[config.mk]
export PLATFORM = sky130hd
export DESIGN_NAME = cmp_ctrl
export DESIGN_NICKNAME = d
export VERILOG_FILES = /design/src/cmp_pkg.sv /design/src/cmp_sel_if.sv /design/src/cmp_mux_decode.sv /design/src/cmp_ctrl.sv
export VERILOG_INCLUDE_DIRS = /design/src
export SDC_FILE = /design/constraint.sdc
export NUM_CORES = 1
export LEC_CHECK = 0
export ABC_AREA = 1
export BUFFER_PORTS_ARGS = -buffer_cell sky130_fd_sc_hd__buf_2
export CAP_MARGIN = 20
export CORE_ASPECT_RATIO = 0.7
export CORE_MARGIN = 4
export CORE_UTILIZATION = 52
export DETAILED_ROUTE_END_ITERATION = 10
export HOLD_SLACK_MARGIN = 0.02
export PLACE_DENSITY = 0.93
export SYNTH_ARGS = -nofsm -noshare
export SYNTH_HDL_FRONTEND = slang
export SYNTH_SLANG_ARGS = --single-unit
export TNS_END_PERCENT = 20
[constraint.sdc]
create_clock -name sys_clk -period 1.27 [get_ports sys_clk]
set_input_delay 0.254 -clock sys_clk [delete_from_list [all_inputs] [get_ports sys_clk]]
set_output_delay 0.254 -clock sys_clk [all_outputs]
set_load 0.02 [all_outputs]
[src/cmp_defines.svh]
// Offsets, field positions, reset values and select codes of the comparator mode/input registers.
// Assumes an 8-bit special-function-register port on a single clock.
// Summary of operation
// [RQ1] Mode register bit 7 always reads one; software must write one.
// [RQ2] Mode register bits 6 and 3:2 read zero and ignore writes.
// [RQ3] Mode bit 5 enables the second comparator's rising-edge interrupt.
// [RQ4] Mode bit 4 enables the second comparator's falling-edge interrupt.
// [RQ5] Mode bits 1:0 pick speed/power; 00 fastest, 11 lowest power.
// [RQ6] Input-select bits 7:4 pick the first comparator's negative input.
// [RQ7] Input-select bits 3:0 pick the first comparator's positive input.
// [RQ8] Compare code on either mux enables the capacitive-sense reference level.
// [RQ9] First comparator output can be routed to the timer capture input.
// [RQ10] Supply halving divider enabled only while a mux selects half-supply.
// [RQ11] Software configures comparator input pins as analog and crossbar-skipped.
// [RQ12] Edge flags are sticky; set on edges, cleared only by writing zero.
// [RQ13] Interrupt request while a flag and its enable are both set.
`ifndef CMP_DEFINES_SVH
`define CMP_DEFINES_SVH
`define CMP_MODE_ADDR 8'h9c
`define CMP_MUX_ADDR 8'h9f
`define CMP_FLAG_ADDR 8'h9a
`define CMP_MODE_RESET 8'h82
`define CMP_MUX_RESET 8'hff
`define CMP_MODE_RSVD_BIT 7
`define CMP_MODE_RIE_BIT 5
`define CMP_MODE_FIE_BIT 4
`define CMP_FLAG_RIF_BIT 5
`define CMP_FLAG_FIF_BIT 4
`define CMP_SEL_COMPARE 4'hc
`define CMP_SEL_HALF 4'hd
`define CMP_NEG_DIGITAL 4'he
`define CMP_NEG_GROUND 4'hf
`endif

[src/cmp_pkg.sv]
// Types shared by the comparator control block.
// Assumes nothing of its surroundings.
package cmp_pkg;
	typedef enum logic [3:0] {
		SEL_PIN = 4'h1,
		SEL_COMPARE = 4'h2,
		SEL_SUPPLY = 4'h4,
		SEL_RESERVED = 4'h8
	} sel_class_type;
	typedef logic [1:0] speed_mode_type;
endpackage : cmp_pkg

[src/cmp_sel_if.sv]
// Decoded analog-multiplexer selections between the register bank and decoder.
// Assumes one clock domain.
`timescale 1ns/100ps
interface cmp_sel_if;
	logic [3:0] negative_input_code;
	logic [3:0] positive_input_code;
	cmp_pkg::sel_class_type neg_class;
	cmp_pkg::sel_class_type pos_class;
	logic compare_ref_en;
	logic half_div_en;
	modport bank (output negative_input_code, output positive_input_code,
		input neg_class, input pos_class, input compare_ref_en, input half_div_en);
	modport decoder (input negative_input_code, input positive_input_code,
		output neg_class, output pos_class, output compare_ref_en, output half_div_en);
endinterface : cmp_sel_if

[src/cmp_mux_decode.sv]
// Registered decode of the comparator input selection codes.
// Assumes codes come from the register bank on the same clock.
`timescale 1ns/100ps
`include "cmp_defines.svh"
module cmp_mux_decode
(
	input wire logic sys_clk,
	input wire logic rst_n,
	cmp_sel_if.decoder sel
);
	cmp_pkg::sel_class_type neg_ff, nxt_neg, pos_ff, nxt_pos;
	logic cref_ff, nxt_cref, half_ff, nxt_half;

	always_comb
	begin
		case (sel.negative_input_code) // RQ6
			4'h0, 4'h1, 4'h2, 4'h6, 4'h7, 4'h8, 4'h9: nxt_neg = cmp_pkg::SEL_PIN;
			`CMP_SEL_COMPARE: nxt_neg = cmp_pkg::SEL_COMPARE;
			`CMP_SEL_HALF, `CMP_NEG_DIGITAL, `CMP_NEG_GROUND: nxt_neg = cmp_pkg::SEL_SUPPLY;
			default: nxt_neg = cmp_pkg::SEL_RESERVED;
		endcase
		case (sel.positive_input_code) // RQ7
			4'h0, 4'h1, 4'h2, 4'h3, 4'h6, 4'h7, 4'h8, 4'h9: nxt_pos = cmp_pkg::SEL_PIN;
			`CMP_SEL_COMPARE: nxt_pos = cmp_pkg::SEL_COMPARE;
			4'hd, 4'he, 4'hf: nxt_pos = cmp_pkg::SEL_SUPPLY;
			default: nxt_pos = cmp_pkg::SEL_RESERVED;
		endcase
		nxt_cref = (sel.negative_input_code == `CMP_SEL_COMPARE) ||
			(sel.positive_input_code == `CMP_SEL_COMPARE); // RQ8
		nxt_half = (sel.negative_input_code == `CMP_SEL_HALF) ||
			(sel.positive_input_code == `CMP_SEL_HALF); // RQ10
	end

	always_ff @(posedge sys_clk or negedge rst_n)
	begin
		if (!rst_n)
		begin
			neg_ff <= cmp_pkg::SEL_SUPPLY;
			pos_ff <= cmp_pkg::SEL_SUPPLY;
			cref_ff <= 1'b0;
			half_ff <= 1'b0;
		end
		else
		begin
			neg_ff <= nxt_neg;
			pos_ff <= nxt_pos;
			cref_ff <= nxt_cref;
			half_ff <= nxt_half;
		end
	end

	assign sel.neg_class = neg_ff;
	assign sel.pos_class = pos_ff;
	assign sel.compare_ref_en = cref_ff;
	assign sel.half_div_en = half_ff;

	chk_half_follows_code: assert property (@(posedge sys_clk) disable iff (!rst_n) // RQ10
		(sel.positive_input_code == `CMP_SEL_HALF) |=> sel.half_div_en)
		else $error("divider not enabled for half-supply code");
	chk_cref_needs_code: assert property (@(posedge sys_clk) disable iff (!rst_n) // RQ8
		sel.compare_ref_en |-> ($past(sel.negative_input_code) == `CMP_SEL_COMPARE) ||
		($past(sel.positive_input_code) == `CMP_SEL_COMPARE))
		else $error("compare reference on without compare code");
endmodule : cmp_mux_decode

[src/cmp_ctrl.sv]
// Comparator mode and input-select register bank with edge flags and interrupt request.
// Assumes a synchronous SFR port: one-cycle write strobe, combinational address for reads.
`timescale 1ns/100ps
`include "cmp_defines.svh"
module cmp_ctrl
(
	input wire logic sys_clk,
	input wire logic rst_n,
	input wire logic [7:0] sfr_addr,
	input wire logic sfr_wr,
	input wire logic sfr_rd,
	input wire logic [7:0] sfr_wdata,
	input wire logic cmp1_out,
	input wire logic cmp0_out,
	input wire logic timer_capture_route,
	output logic [7:0] sfr_rdata,
	output logic irq,
	output logic [1:0] speed_power_mode,
	output logic [3:0] negative_input_code,
	output logic [3:0] positive_input_code,
	output logic compare_ref_en,
	output logic half_div_en,
	output logic timer_capture
);
	logic rie_ff, nxt_rie, fie_ff, nxt_fie;
	cmp_pkg::speed_mode_type mode_ff, nxt_mode;
	logic [7:0] mux_ff, nxt_mux;
	logic rif_ff, nxt_rif, fif_ff, nxt_fif;
	logic cmp_d_ff, nxt_cmp_d;
	logic armed_ff, nxt_armed;
	logic [7:0] rdata_ff, nxt_rdata;
	logic irq_ff, nxt_irq;
	logic cref_ff, half_ff, cap_ff, nxt_cap;
	logic wr_mode, wr_mux, wr_flag, rise, fall;
	cmp_sel_if sel ();

	assign wr_mode = sfr_wr && (sfr_addr == `CMP_MODE_ADDR);
	assign wr_mux = sfr_wr && (sfr_addr == `CMP_MUX_ADDR);
	assign wr_flag = sfr_wr && (sfr_addr == `CMP_FLAG_ADDR);
	// Edge detector ignores the first cycle after reset, so a level is no edge
	assign rise = armed_ff && cmp1_out && !cmp_d_ff;
	assign fall = armed_ff && !cmp1_out && cmp_d_ff;

	always_comb
	begin
		nxt_rie = rie_ff;
		nxt_fie = fie_ff;
		nxt_mode = mode_ff;
		nxt_mux = mux_ff;
		if (wr_mode)
		begin
			nxt_rie = sfr_wdata[`CMP_MODE_RIE_BIT]; // RQ3
			nxt_fie = sfr_wdata[`CMP_MODE_FIE_BIT]; // RQ4
			nxt_mode = sfr_wdata[1:0]; // RQ5
		end
		if (wr_mux)
		begin
			nxt_mux = sfr_wdata; // RQ6 RQ7
		end
	end

	always_comb
	begin
		nxt_cmp_d = cmp1_out;
		nxt_armed = 1'b1;
		nxt_rif = rif_ff;
		nxt_fif = fif_ff;
		if (wr_flag && !sfr_wdata[`CMP_FLAG_RIF_BIT])
		begin
			nxt_rif = 1'b0;
		end
		if (wr_flag && !sfr_wdata[`CMP_FLAG_FIF_BIT])
		begin
			nxt_fif = 1'b0;
		end
		if (rise)
		begin
			nxt_rif = 1'b1; // RQ12
		end
		if (fall)
		begin
			nxt_fif = 1'b1; // RQ12
		end
		nxt_irq = (nxt_rif && nxt_rie) || (nxt_fif && nxt_fie); // RQ13
		nxt_cap = timer_capture_route && cmp0_out; // RQ9
	end

	always_comb
	begin
		nxt_rdata = rdata_ff;
		if (sfr_rd)
		begin
			case (sfr_addr)
				`CMP_MODE_ADDR: nxt_rdata = {1'b1, 1'b0, rie_ff, fie_ff, 2'b00, mode_ff}; // RQ1 RQ2
				`CMP_MUX_ADDR: nxt_rdata = mux_ff;
				`CMP_FLAG_ADDR: nxt_rdata = {2'b00, rif_ff, fif_ff, 4'h0};
				default: nxt_rdata = 8'h00;
			endcase
		end
	end

	always_ff @(posedge sys_clk or negedge rst_n)
	begin
		if (!rst_n)
		begin
			rie_ff <= 1'b0;
			fie_ff <= 1'b0;
			mode_ff <= 2'h2;
			mux_ff <= `CMP_MUX_RESET;
			rif_ff <= 1'b0;
			fif_ff <= 1'b0;
			cmp_d_ff <= 1'b0;
			armed_ff <= 1'b0;
			rdata_ff <= 8'h00;
			irq_ff <= 1'b0;
			cap_ff <= 1'b0;
		end
		else
		begin
			rie_ff <= nxt_rie;
			fie_ff <= nxt_fie;
			mode_ff <= nxt_mode;
			mux_ff <= nxt_mux;
			rif_ff <= nxt_rif;
			fif_ff <= nxt_fif;
			cmp_d_ff <= nxt_cmp_d;
			armed_ff <= nxt_armed;
			rdata_ff <= nxt_rdata;
			irq_ff <= nxt_irq;
			cap_ff <= nxt_cap;
		end
	end

	assign sel.negative_input_code = mux_ff[7:4];
	assign sel.positive_input_code = mux_ff[3:0];

	cmp_mux_decode u_decode
	(
		.sys_clk(sys_clk),
		.rst_n(rst_n),
		.sel(sel)
	);

	// Re-time decoder outputs so top outputs come from local flops
	always_ff @(posedge sys_clk or negedge rst_n)
	begin
		if (!rst_n)
		begin
			cref_ff <= 1'b0;
			half_ff <= 1'b0;
		end
		else
		begin
			cref_ff <= sel.compare_ref_en;
			half_ff <= sel.half_div_en;
		end
	end

	assign sfr_rdata = rdata_ff;
	assign irq = irq_ff;
	assign speed_power_mode = mode_ff;
	assign negative_input_code = mux_ff[7:4];
	assign positive_input_code = mux_ff[3:0];
	assign compare_ref_en = cref_ff;
	assign half_div_en = half_ff;
	assign timer_capture = cap_ff;

	chk_mode_readback: assert property (@(posedge sys_clk) disable iff (!rst_n) // RQ1
		(sfr_rd && sfr_addr == `CMP_MODE_ADDR) |=> sfr_rdata[7])
		else $error("reserved mode bit read as zero");
	chk_unused_zero: assert property (@(posedge sys_clk) disable iff (!rst_n) // RQ2
		(sfr_rd && sfr_addr == `CMP_MODE_ADDR) |=> (sfr_rdata[6] == 1'b0) && (sfr_rdata[3:2] == 2'b00))
		else $error("unused mode bits not zero");
	chk_rie_write: assert property (@(posedge sys_clk) disable iff (!rst_n) // RQ3
		wr_mode |=> rie_ff == $past(sfr_wdata[5]))
		else $error("rising enable not written");
	chk_fie_write: assert property (@(posedge sys_clk) disable iff (!rst_n) // RQ4
		wr_mode |=> fie_ff == $past(sfr_wdata[4]))
		else $error("falling enable not written");
	chk_mode_write: assert property (@(posedge sys_clk) disable iff (!rst_n) // RQ5
		wr_mode |=> speed_power_mode == $past(sfr_wdata[1:0]))
		else $error("speed mode not written");
	chk_mux_write: assert property (@(posedge sys_clk) disable iff (!rst_n) // RQ6
		wr_mux |=> {negative_input_code, positive_input_code} == $past(sfr_wdata))
		else $error("input select not written");
	chk_rise_sticky: assert property (@(posedge sys_clk) disable iff (!rst_n) // RQ12
		rise |=> rif_ff ##1 (rif_ff || $past(wr_flag)))
		else $error("rising flag lost");
	chk_flag_hold: assert property (@(posedge sys_clk) disable iff (!rst_n) // RQ12
		(fif_ff && !wr_flag) |=> fif_ff)
		else $error("falling flag cleared without write");
	chk_irq_cause: assert property (@(posedge sys_clk) disable iff (!rst_n) // RQ13
		irq |-> (rif_ff && rie_ff) || (fif_ff && fie_ff))
		else $error("interrupt without enabled flag");
	chk_capture_route: assert property (@(posedge sys_clk) disable iff (!rst_n) // RQ9
		(timer_capture_route && cmp0_out) |=> timer_capture)
		else $error("capture not routed");
	chk_half_out: assert property (@(posedge sys_clk) disable iff (!rst_n) // RQ10
		half_div_en |-> $past(negative_input_code, 2) == `CMP_SEL_HALF ||
		$past(positive_input_code, 2) == `CMP_SEL_HALF)
		else $error("divider on without half-supply code");
	chk_neg_class: assert property (@(posedge sys_clk) disable iff (!rst_n) // RQ6
		(negative_input_code == `CMP_SEL_COMPARE) |=> (sel.neg_class == cmp_pkg::SEL_COMPARE))
		else $error("negative compare code not decoded");
	chk_pos_class: assert property (@(posedge sys_clk) disable iff (!rst_n) // RQ7
		(positive_input_code == `CMP_SEL_COMPARE) |=> (sel.pos_class == cmp_pkg::SEL_COMPARE))
		else $error("positive compare code not decoded");
endmodule : cmp_ctrl

# After elaboration in Yosys (flattened, before gate mapping)
# Index checks and enable logic that the tools add are counted.
dict set report totals {
  output_inout_bits 22
  memories 0
  reg_bits 30
  ramBits 0
  elab_cells 48
  inputBits 23
  mem_bits_ro 0
  latchBits 0
}
dict set report classes {
  mul 0
  addsub 0
  n_lt_le_gt_ge 0
  shift 0
  bitwise_logic 0
  mux 7
  div_mod_pow 0
  n_reduce_logical 19
  n_eq_ne 7
}
# cell count
set ops {}
lappend ops {{8-bit == test, second input constant} 3}
lappend ops {{8-bit one-hot mux with 3 select lines} 1}
lappend ops {{4-bit == test, second input constant} 4}
lappend ops {{1-bit logical AND} 12}
lappend ops {{1-bit 2-to-1 mux} 6}
lappend ops {{1-bit zero test} 4}
lappend ops {{1-bit logical OR} 3}

# Logic depth before layout (Yosys ltp)
# Gate-level depths: netlist of run 1.
dict set report depth {
  depth_word 7
  depth_mapped 9
  depth_no_buf 9
}

# Cells and area by module
# A second synthesis of run 1 with hierarchy kept.
dict set report unflattened {
  cells_unflattened 181
  hier_area_um2 1614.0
}
# module cells_per_inst n_inst seq_area_each_um2 area_each_um2
set by_module_without_submodules {}
lappend by_module_without_submodules {cmp_ctrl 138 1 711.9 1219.9}
lappend by_module_without_submodules {cmp_mux_decode 43 1 252.7 394.1}

# Least setup slack after synthesis of run 1
# Ideal clock, no wire load.
dict set report synth_path {
  kind {in2reg}
  start {in sfr_addr[1]}
  end {reg irq_ff, in the netlist irq}
  required_ns 1.154
  cell_stages 8
  setup_ns 0.116
  arrival_time_ns 0.947
  n_path_buf 0
  path_slack_ns 0.207
  cell_sequence {nor2_1 -> nand3_1 -> nor2_4 -> nand2_2 -> nand2_1 -> nand2_1 -> nand2_1 -> nand2_1}
}
dict set report synth_via {
  elab_cells_between_ends 15
}
# item line_no
set synth_lines {}
lappend synth_lines {{start, declared} cmp_ctrl.sv:9} ;# input wire logic [7:0] sfr_addr,
lappend synth_lines {{8-bit == test} --}
lappend synth_lines {{1-bit logical AND} cmp_ctrl.sv:37} ;# assign wr_mode = sfr_wr && (sfr_addr == `CMP_MODE_ADDR);
lappend synth_lines {{1-bit 2-to-1 mux} cmp_ctrl.sv:50} ;# if (wr_mode)
lappend synth_lines {{via nxt_rie} cmp_ctrl.sv:25} ;# logic rie_ff, nxt_rie, fie_ff, nxt_fie;
lappend synth_lines {{1-bit logical AND} cmp_ctrl.sv:84} ;# nxt_irq = (nxt_rif && nxt_rie) || (nxt_fif && nxt_fie);
lappend synth_lines {{1-bit logical OR} cmp_ctrl.sv:84}
lappend synth_lines {{via nxt_irq} cmp_ctrl.sv:32} ;# logic irq_ff, nxt_irq;
lappend synth_lines {{end signal, assigned} cmp_ctrl.sv:129} ;# irq_ff <= nxt_irq;
lappend synth_lines {{end, declared} cmp_ctrl.sv:32}
# The timed path passes the listed nets, and every way through them passes these cells.
# A chain may end at the register's enable or synchronous reset.

# Final worst setup path of run 1
dict set report layout_path {
  start {reg mux_ff[6]}
  end {out negative_input_code[2]}
}
# item line_no
set layout_lines {}
lappend layout_lines {{start, declared} cmp_ctrl.sv:27} ;# logic [7:0] mux_ff, nxt_mux;
lappend layout_lines {{start signal, assigned} cmp_ctrl.sv:109} ;# mux_ff <= `CMP_MUX_RESET;
lappend layout_lines {{start signal, assigned} cmp_ctrl.sv:123} ;# mux_ff <= nxt_mux;
lappend layout_lines {{end, declared} cmp_ctrl.sv:19} ;# output logic [3:0] negative_input_code,
# No word-level cell between the ends.

==> results.txt, run 1 <==
- Worst-case register-to-register setup slack: 0.20 ns
* Synthesized instance count: about 140
* Horiz. Die Dim: 68.3 um
* Maximum number of pins on one net before global-route repair: 17
* Total of max-cap violations: 0
* Boundary Pins: 45
- First-pass DRT Iterations: 4
- Total Power: between 2 and 2.5 mW
- Critical register-to-register path startpoint: mux_ff[0]
- Across every metal layer, demand over resource in global routing totals 0.201.
- First-pass GRT wire length: 5.06 mm
- CP required: between 1 and 1.5 ns
* Residual antenna-violating net count after detailed routing: 0
- Counting flops with an async set or reset pin after synthesis yields a share of 1.00.
- The number of clock buffers added by TritonCTS is 5.
- Synth Area per Inst: around 9.3 sq um
- Total number of clock tree sinks: 30
* CTS tree: yes
- Power spread over the standard cell area amounts to approximately 1200 nW/um^2.
- In this run the worst setup path begins at mux_ff[6].
* Number of levels in the clock H-tree: 2
- Run status: finished, final reports clean
- The synthesized design contains 30 register bits.
- Setup violations remaining at the end of the flow were counted as 0.
* Area of the placeable core: 2280 sq um
- Most frequent standard cell in the layout excluding fill and tap cells: sky130_fd_sc_hd__nand2_1
- On the final layout, the worst clock skew is about 0.015 ns.
* Max stage delay cell, worst path: sky130_fd_sc_hd__dfstp_2
* Detailed Place HPWL: 2.39 mm
- Total vias in the final route: roughly 1.2k
- Synth Net Count: ~170
* Yosys warning count: 0
* Highest fanout seen on the critical path: 3
- Dividing the final minimum period by the clock period gives 0.992.
* Die outline height: 50.2 um
- Fraction of layout instances using a drive strength above 1: 0.401
- Layout overhead on the synthesized area: 33.2%
- The die covers between 3000 and 4000 sq um.
* Clock tree buffer depth: 2
- Overflow after GRT: 0
* Skew-Pair Late Insertion Delay: 0.32 ns
* Unrepaired setup endpoints after global routing: yes
- During placement, the flow inserted port buffers numbering 44.
- On the worst path, the slowest cell contributes a delay of 0.57 ns.
- The initial utilization of the core area, before any placement, comes to 0.580.
- Cell class contributing the biggest share of worst-path delay: flip-flops
- Portion of the post-synthesis area used by sequential elements: 0.577
* Cell at the root of the clock tree: sky130_fd_sc_hd__clkbuf_4
* IR Drop Worst-Case VDD: between 1000 and 1500 uV
- In the final design database the tool counted 219 nets.
* CP Capture Type: output pin
- Worst hold-check path type: in -> reg
- Ys flop type: sky130_fd_sc_hd__dfrtp_1
* Leakage: 0.990 nW
- In this run, synthesis inferred 0 flip-flops with an integrated enable.
- The cell area that synthesis handed to floorplanning was approximately 1300 sq um.
- The congestion estimate from routability-driven global placement came to 0.819.
* Final hold vios: 0
- HP Start: cmp1_out
- Most used cells in the layout excluding fill and tap cells: 53 x sky130_fd_sc_hd__nand2_1, 35 x sky130_fd_sc_hd__buf_2, 21 x sky130_fd_sc_hd__dfrtp_1
* Unique cell type count in the Yosys netlist: 22
- Via count of the first global-routing pass: 1208
* Timing-limited maximum frequency: between 700 and 800 MHz
- Critical Path Start Type: flop
* Total Routed Length: 3.05 mm
- Worst Path Class, Setup: reg -> out
- On the final layout, the worst hold slack is 0.0714 ns.
- Iteration-0 DRC Markers: 69
- Antenna diode count: 0
- In the routed layout, each cell is associated on average with a via count of 5.13.
* Total number of placement rows: 14
* Post-route minimum period: ~1.3 ns
- After detailed routing, the number of remaining DRC violations is 0.
- STA puts the critical path data arrival time at around 1.0 ns.
- Wire length per cell after detailed routing: 13.3 um
- Initial antenna violation count: 0
* Fillers: 151
* Bufs and invs on worst path: 1
* Clock-pin slew of the registers on the worst-case setup and hold paths: 0.09 ns
* Cells traversed along the worst timing path: buf_6
* Final Max Slew Viols: 0
## cells by family (layout without fill, tap and decap cells)
logic type,after synthesis,after routing,synth area share
simple gates,76,76,0.285
flops,30,30,0.577
compound gates,18,18,0.0814
buf+inv,17,72,0.0540
other cells,1,1,0.00284
## report_power, final
group / total, mW / internal (mW) / switching (mW)
registers: 1.05 / 1.02 / 0.0294
clock network: 0.783 / 0.470 / 0.313
logic: 0.281 / 0.118 / 0.164
## path summary, 6_finish.rpt
kind,to,cells after the start
worst min-delay path,cmp_d_ff,1
worst max-delay path,negative_input_code[2],1
min in group asynchronous,half_div_en,2
max in group asynchronous,mux_ff[2],3
worst max register to register,sfr_rdata[0],5
worst min register to register,compare_ref_en,0
## synthesized netlist by cell type, types with 2 or more instances
cell	instances	area, sq um
sky130_fd_sc_hd__dfrtp_1	21	526
sky130_fd_sc_hd__dfstp_2	9	236
sky130_fd_sc_hd__inv_1	13	48.8
sky130_fd_sc_hd__inv_2	2	7.51
sky130_fd_sc_hd__nand2_1	53	199
sky130_fd_sc_hd__nand2_2	3	18.8
sky130_fd_sc_hd__nand3_1	5	25.0
sky130_fd_sc_hd__nand3b_1	2	15.0
sky130_fd_sc_hd__nor2_1	5	18.8
sky130_fd_sc_hd__nor2_2	2	12.5
sky130_fd_sc_hd__nor2_4	2	22.5
sky130_fd_sc_hd__o21ai_0	11	55.1
sky130_fd_sc_hd__o21ai_2	2	17.5
sky130_fd_sc_hd__o22ai_1	2	12.5
sky130_fd_sc_hd__o31ai_1	3	22.5
## repair_timing
action / 4_1_cts / 5_1_grt
endpoints found under the hold margin: 13 / 0
pin swaps: 0 / 0
resized for setup: 13 / 5
endpoints found under the setup margin: 8 / 9
buffers inserted: 0 / 2
hold buffers: 1 / 0
## layout make-up
type                       count  area [sq um]  area share
clock inverter                 1          30.0      0.0171
sequential                    30           762       0.433
tap                           32          40.0      0.0227
inverter                      15          56.3      0.0320
multi-input combinational     95           488       0.277
clock buffer                   7          55.1      0.0313
timing repair buffer          49           329       0.187
## routing by layer
| layer | vias up | share of wire | global-route usage |
|---|---|---|---|
| li1 | 557 | - | - |
| met1 | 565 | 0.40 | 0.215 |
| met2 | 43 | 0.51 | 0.350 |
| met3 | 10 | 0.068 | 0.0737 |
| met4 | 0 | 0.015 | 0.0891 |
| met5 | - | 0 | 0 |
## stage by stage
step	setup TNS [ns]	worst slack, ns	util	cells	instance area [sq um]
finish	0	0.0104	0.773	229	1760
global route	-0.210	-0.0318	0.773	229	1760
CTS	-0.00288	-0.00288	0.759	227	1730
detailed placement	0	0.00308	0.700	218	1590
global placement	0	0.0596	0.700	218	1590
floorplan	0	0.207	-	142	1320
Power figures use the tool's default switching activity.
==> inputs of run 2 (changes only) <==
- ABC_AREA: 1 -> 0
- CELL_PAD_IN_SITES_DETAIL_PLACEMENT: default -> 0
- CELL_PAD_IN_SITES_GLOBAL_PLACEMENT: default -> 1
- CORE_UTILIZATION: 52 -> 40
==> run 2 against run 1 <==
  * The flow now finishes with violations (negative setup slack)
  * Area after synthesis decreased by 3.8%
  * Largest power group unchanged
  * Die area up 21%
  * Clock power grew 0.8%
  * Critical path type is now in -> reg
  * Largest cell class unchanged
  * Non-clock buffer count rose by 11
  * Global-route usage decreased by 1.9 points
  * Clock skew decreased by 0.0059 ns
  * Sequential cell count did not move
  * Power is 2.5% lower
  * Routed wire length grew 12%
  * Final area up 8.7%
  * Count of clock-buffer cells in the layout is the same
  * Synthesized cell count fell by 30%
==> results.txt, run 2 <==
- The flow ran to the end, but the final reports show violations.
- The final reports fail on negative setup slack.
* Clock-pin slew of the registers on the worst-case setup and hold paths: 0.06 ns (-0.03 ns)
* Count of final setup violators: 13 (+13)
- Setup repair after global routing could not meet its margin everywhere.
- Critical Path Max Stage Delay: 0.47 ns (-0.10 ns)
- Total Power: 2.06 mW (-2.5%)
- Leading post-synthesis cells by cell area: sky130_fd_sc_hd__dfrtp_1 41%, sky130_fd_sc_hd__dfstp_2 19%, sky130_fd_sc_hd__mux2_2 7.1%, sky130_fd_sc_hd__o2bb2ai_1 5.5%, sky130_fd_sc_hd__nand3b_1 4.1%
- Die outline height: 55.2 um (+9.9%)
- Via count of the first global-routing pass: 1093 (-9.5%)
* Synthesized instance count: 100 (-30%)
- The number of instances on the worst hold path was 1 (unchanged).
- Horiz. Die Dim: 75.4 um (+10%)
* Area enclosed by the die boundary: 4160 sq um (+21%)
- The critical path goes through buf_6 > or3b_4 > or4_4 > mux2_4 > a22o_1.
* Yosys warning count: 0 (unchanged)
- Unique cell type count in the Yosys netlist: 28 (+27%)
- Leaving out fill and tap cells, the most frequent cells in the layout are 32 x sky130_fd_sc_hd__buf_2, 21 x sky130_fd_sc_hd__dfrtp_1, 13 x sky130_fd_sc_hd__buf_6.
* Total vias in the final route: 1089 (-7.3%)
* Setup total negative slack: -2.14 ns (-2.14 ns)
- The ratio of routed vias to standard cells came to 5.36 (+4.6%).
- Maximum number of pins on one net before global-route repair: 17 (unchanged)
- Compared with the post-synthesis result, the final layout area differs by 50.6%.
- Initial antenna violation count: 0 (unchanged)
- The max-cap violation count was 0 (unchanged).
* Worst hold-check path type: in -> reg
- Overflow after GRT: 0 (unchanged)
- The average footprint of a synthesized cell is 12.7 sq um (+37%).
- The number of core rows was 16 (+2).
- Worst-case register-to-register setup slack: 0.09 ns (-0.11 ns)
* Skew-Pair Late Insertion Delay: 0.29 ns (-0.03 ns)
* Portion of the post-synthesis area used by sequential elements: 0.599 (+0.0227)
* Final Max Slew Viols: 0 (unchanged)
- The leakage power of the design is 0.906 nW (-8.5%).
- Fraction of layout instances using a drive strength above 1: 0.557 (+0.156)
- DRC violation count after routing: 0 (unchanged)
- Total number of clock tree sinks: 30 (unchanged)
- The total instance count after detailed placement is 192 (-12%).
- The number of flops mapped to enable cells by yosys was 0 (unchanged).
* Timing-limited maximum frequency: 629 MHz (-21%)
* Number of I/O port buffers: 44 (unchanged)
- The length in cells of the worst reg-to-reg path came to 4 (-1).
* Count of state elements after synthesis: 30 (unchanged)
- The power per unit of standard cell area came to 1080 nW/um^2 (-10%).
* Synth top area share: 0.413 (+0.0157)
- The total standard cell area after synthesis came to 1270 sq um (-3.8%).
- The critical path is of the in -> reg type.
* CTS tree: yes
- Wire length per cell after detailed routing: 16.8 um (+26%)
* Residual antenna-violating net count after detailed routing: 0 (unchanged)
- Total Routed Length: 3.41 mm (+12%)
- Cell class contributing the biggest share of worst-path delay: simple AND/OR/NAND/NOR gates
- Highest fanout seen on the critical path: 3 (unchanged)
- The initial cell density of the core came to 0.435 (-0.145).
- Detailed Place HPWL: 2.51 mm (+5.1%)
- The worst register-to-register path ends at sfr_rdata[5].
- The number of non-filler instances in the completed layout is 203 (-11%).
* Worst Path Arrival: 1.76 ns (+0.75 ns)
- The total buffers and inverters traversed by the critical path was 1 (unchanged).
* Final GP Congestion: 0.848 (+3.6%)
* Synth Net Count: 123 (-25%)
- The async set or reset register ratio after synthesis came to 1.00 (unchanged).
* Critical register-to-register path startpoint: mux_ff[5]
- Crit share post-route: 1.25 (+0.259)
* Most frequent cells after synthesis: 21 x sky130_fd_sc_hd__dfrtp_1, 9 x sky130_fd_sc_hd__dfstp_2, 8 x sky130_fd_sc_hd__mux2_2, 8 x sky130_fd_sc_hd__o2bb2ai_1
* Critical Path Start Type: input port
- The total inserted antenna cells is 0 (unchanged).
- Number of levels in the clock H-tree: 2 (unchanged)
* Cell at the root of the clock tree: sky130_fd_sc_hd__clkbuf_8
- Ys flop type: sky130_fd_sc_hd__dfrtp_1
- Final hold vios: 0 (unchanged)
- The biggest area contributor in the post-synthesis netlist is sky130_fd_sc_hd__dfrtp_1.
- The maximum buffer depth of the clock tree is 2 (unchanged).
- First-pass GRT wire length: 5.32 mm (+5.2%)
- The floorplan core area came to 2920 sq um (+28%).
- The logic depth of the worst setup path including buffers came to 5 (+4).
* Worst-case clock skew: 0.00882 ns (-0.00589 ns)
- In this run the worst setup path begins at sfr_addr[1].
- The post-place setup slack is -0.651 ns (-0.654 ns).
- The number of top-level design ports was 45 (unchanged).
* Iteration-0 DRC Markers: 70 (+1.4%)
* IR Drop Worst-Case VDD: 669 uV (-49%)
- Yosys instantiated no cell more often than sky130_fd_sc_hd__dfrtp_1.
* Post-route minimum period: 1.59 ns (+0.330 ns)
- The number of fillers in the final layout was 216 (+43%).
- TritonCTS Buffers: 5 (unchanged)
* End point of the critical path: irq
- STA classifies the critical path endpoint as a flop.
- The final worst setup slack came to -0.319 ns (-0.330 ns).
- Max stage delay cell, worst path: sky130_fd_sc_hd__or4_4
- The overall global routing resource usage was 0.181 (-0.0194).
* Number of nets in the finished design: 189 (-14%)
- The library cell used most frequently in the layout, excluding fill and tap cells, is sky130_fd_sc_hd__buf_2.
- The required time at the worst-slack endpoint came to 1.44 ns (+0.42 ns).
- The final standard cell utilization of the core is 0.655 (-0.118).
- First-pass DRT Iterations: 5 (+1)
[run 2: how the worst min path moves through the flow]
stage                  start           end  slack [ns]
floorplan              rst_n      armed_ff       -0.04
global placement       rst_n  sfr_rdata[5]        0.18
detailed placement     rst_n  sfr_rdata[5]        0.19
CTS                 cmp1_out      cmp_d_ff         0.1
global route        cmp1_out      cmp_d_ff        0.09
finish              cmp1_out      cmp_d_ff        0.11
[run 2: report_power, final]
| group | switching [mW] | internal [mW] |
|---|---|---|
| clock | 0.352 | 0.436 |
| combinational | 0.120 | 0.127 |
| sequential | 0.0286 | 0.997 |
| total | 0.501 | 1.56 |
[run 2: cells by family (layout without fill, tap and decap cells)]
logic type | after synthesis | count (layout) | synth area share
buf+inv | 8 | 75 | 0.0246
flops | 30 | 30 | 0.599
compound gates | 21 | 21 | 0.135
simple gates | 27 | 27 | 0.122
mux | 12 | 12 | 0.109
xor+xnor | 1 | 1 | 0.00689
other cells | 1 | 1 | 0.00295
[run 2: final cells by class]
cell class,instances,area (sq um),area share
Clock buffer,7,86.3,0.0451
Multi-Input combinational cell,62,543,0.284
Clock inverter,1,5.00,0.00261
Sequential cell,30,762,0.398
Tap cell,36,45.0,0.0235
Timing Repair Buffer,60,447,0.233
Inverter,7,26.3,0.0137
[run 2: timing repair]
| item | CTS | global route |
|---|---|---|
| endpoints found under the hold margin | 12 | 0 |
| setup endpoints to repair | 20 | 26 |
| gates resized for setup | 22 | 13 |
| setup buffers | 2 | 0 |
| pin swaps | 2 | 1 |
| hold buffers | 1 | 0 |
[run 2: stage by stage]
stage	cell area [sq um]	hold slack, ns
after floorplan	1280	-0.0416
after global placement	1660	0.176
after detailed placement	1660	0.192
after CTS	1860	0.0972
after global routing	1910	0.0931
final	1910	0.108
[run 2: per-layer routing]
metal,share of wire,global-route usage,up-vias
li1,-,-,498
met1,0.42,0.228,530
met2,0.47,0.281,56
met3,0.087,0.0632,5
met4,0.016,0.0872,0
met5,0,0,-
==> inputs of run 3 (changes only) <==
- CORE_UTILIZATION: 40 -> 37
- PLACE_DENSITY: 0.93 -> 0.88
- clock period: 1.27 -> 1.7 ns (I/O delays scaled with it)
==> run 3 against run 2 <==
  * The run now ends clean
  * Sequential power down 26%
  * Count of clock-buffer cells in the layout up 1
  * Combinational power down 42%
  * Worst setup slack better by 0.33 ns
  * Final area down 8.6%
  * Clock power down 17%
  * Cell count up 3.4%
  * Utilization down 11 points
  * Critical path type unchanged
  * Largest power group unchanged
==> results.txt, run 3 (synthesis results as in run 2) <==
- Maximum number of pins on one net before global-route repair: 31 (+14)
- The fraction of layout instances using a drive strength above 1 is 0.515 (-0.0415).
* CTS tree: yes
- Critical register-to-register path startpoint: mux_ff[5]
- Residual antenna-violating net count after detailed routing: 0 (unchanged)
* Final hold vios: 0 (unchanged)
* CP required: 1.86 ns (+0.42 ns)
* First-pass GRT wire length: 5.02 mm (-5.6%)
- The half-perimeter wire length of the detailed placement result came to 2.36 mm (-5.9%).
* Areal power density over the cells: 891 nW/um^2 (-17%)
- The tree is rooted in a sky130_fd_sc_hd__clkbuf_8.
* Skew-Pair Late Insertion Delay: 0.27 ns (-0.02 ns)
- The detailed-route DRC error count was 0 (unchanged).
- The post-detailed-route wirelength per cell was 14.2 um (-15%).
* Worst-case register-to-register setup slack: 0.56 ns (+0.47 ns)
* CP Capture Type: flop
- The count of buffers from port buffering is 44 (unchanged).
* Highest fanout seen on the critical path: 4 (+1)
* Overflow after GRT: 0 (unchanged)
- The largest clock skew in the final design is 0.00310 ns (-0.00572 ns).
- The max-cap violation count came to 0 (unchanged).
- The die boundary height is 57.0 um (+3.4%).
- The number of failing setup endpoints in the final timing report came to 0 (-13).
- Clock-pin slew of the registers on the worst-case setup and hold paths: 0.06 ns (about the same)
- Worst hold-check path type: in -> async
- For the finished layout, the period the worst path requires is 1.69 ns.
- Clock tree buffer depth: 2 (unchanged)
- The width of the chip was 78.1 um (+3.6%).
* Initial standard-cell utilization of the core: 0.393 (-0.0417)
* Number of buffers inserted for hold repair after clock tree synthesis: 0 (-1)
- The number of antenna violations at the first check in global routing is 0 (unchanged).
- Leakage: 0.855 nW (-5.6%)
- The worst setup path is of the in -> reg kind.
- Crit share post-route: 0.994
* TritonCTS Buffers: 5 (unchanged)
- Total number of placement rows: 17 (+1)
- Setup repair after global routing left no endpoint under its margin.
- Area of the placeable core: 3230 sq um (+11%)
- Most frequent standard cell in the layout excluding fill and tap cells: sky130_fd_sc_hd__buf_2
* Routed via count divided by cell count: 4.89 (-8.8%)
* Final GP Congestion: 0.893 (+5.4%)
- Layout overhead on the synthesized area: 37.6%
- In this run the tightest slew margin relative to its limit is 0.574.
- Destination of the worst register-to-register timing path: sfr_rdata[5]
- The TritonCTS sink count is 30 (unchanged).
- Global-route usage over all layers: 0.147 (-0.0346)
- Timing-limited maximum frequency: approximately 590 MHz
* Critical Path Start Type: input port
* First-pass DRT Iterations: 4 (-1)
- Leaving out fill and tap cells, the most frequent cells in the layout are 44 x sky130_fd_sc_hd__buf_2, 21 x sky130_fd_sc_hd__dfrtp_1, 12 x sky130_fd_sc_hd__buf_4.
- The final worst setup slack was 0.00936 ns (+0.329 ns).
* Number of levels in the clock H-tree: 2 (unchanged)
- Slew @ Worst Pin: 0.639 ns
* Total vias in the final route: 1027 (-5.7%)
* IR Drop Worst-Case VDD: 408 uV (-39%)
- The via count of the first global-routing pass was 1099 (+0.55%).
- The total detailed-routing wirelength came to 2.98 mm (-13%).
- Worst setup slack before clock tree synthesis: -0.334 ns (+0.318 ns)
* Setup total negative slack: 0 ns (+2.14 ns)
- Worst Reg-to-Reg Cells: 4 (unchanged)
* Worst Path Arrival: 1.85 ns (+0.09 ns)
- The run finished with clean final reports.
- The count of pins over their slew limit came to 0 (unchanged).
* Number of nets in the finished design: 185 (-2.1%)
* Area enclosed by the die boundary: 4450 sq um (+7.1%)
* Iteration-0 DRC Markers: 35 (-50%)
* Fillers: 298 (+38%)
- The number of top-level design ports is 45 (unchanged).
- Antenna diode count: 0 (unchanged)
- Buffer count from post-CTS setup fixing: 0 (-2)
==> run 3: changes by cell type in the layout (fill, tap and decap cells not counted), sizes merged <==
cell         delta
dlygate4sd3     -1
buf             -3
clkinv          -1
clkbuf          +1
==> run 3: timing repair <==
item                                    CTS  global route
gates resized for setup                   1             0
endpoints found under the setup margin    1             0
hold endpoints to repair                  0             0
==> run 3: power breakdown <==
part	total [mW]	internal [mW]	switching [mW]
logic	0.143	0.0629	0.0804
clock network	0.652	0.408	0.244
registers	0.763	0.745	0.0178
==> run 3: how the worst max path moves through the flow <==
| stage | cells after the start | start | slack [ns] | to |
|---|---|---|---|---|
| final | 5 | sfr_addr[1] | 0.009 | irq |
| after global routing | 5 | sfr_addr[1] | 0.0006 | irq |
| after CTS | 5 | sfr_addr[1] | 0.02 | irq |
| after detailed placement | 5 | sfr_addr[1] | -0.33 | irq |
| after global placement | 5 | sfr_addr[1] | -0.30 | irq |
| after floorplan | 5 | sfr_addr[1] | -0.20 | irq |
==> run 3: metal layers <==
metal / wire length (um) / track usage / vias up
li1: - / - / 493
met1: 1340 / 0.179 / 506
met2: 1470 / 0.239 / 26
met3: 146 / 0.0457 / 2
met4: 27 / 0.0673 / 0
met5: 0 / 0 / -
==> run 3: area by class of cell <==
class | instances | area (sq um) | area share
clock buffers | 8 | 110 | 0.0629
well taps | 47 | 58.8 | 0.0336
multi-input cells | 62 | 482 | 0.275
inverters | 7 | 26.3 | 0.0150
repair buffers | 56 | 310 | 0.177
flip-flops and latches | 30 | 762 | 0.436
==> run 3: per-stage QoR <==
stage	cell area, sq um	util	hold WS, ns	cells	power, mW
6_report	1750	0.541	0.0856	210	1.56
3_5_place_dp	1640	0.506	0.340	202	0.920
2_1_floorplan	1270	-	0.0444	100	0.832
4_1_cts	1750	0.541	0.103	210	1.58
3_3_place_gp	1640	0.506	0.338	202	0.914
5_1_grt	1750	0.541	0.120	210	1.64
==> run 3: critical path, stage by stage <==
cell and delay (ns):
sky130_fd_sc_hd__buf_2 0.10, sky130_fd_sc_hd__or3b_1 0.38, sky130_fd_sc_hd__or4_4 0.47, sky130_fd_sc_hd__mux2_4 0.33
sky130_fd_sc_hd__a22o_1 0.23
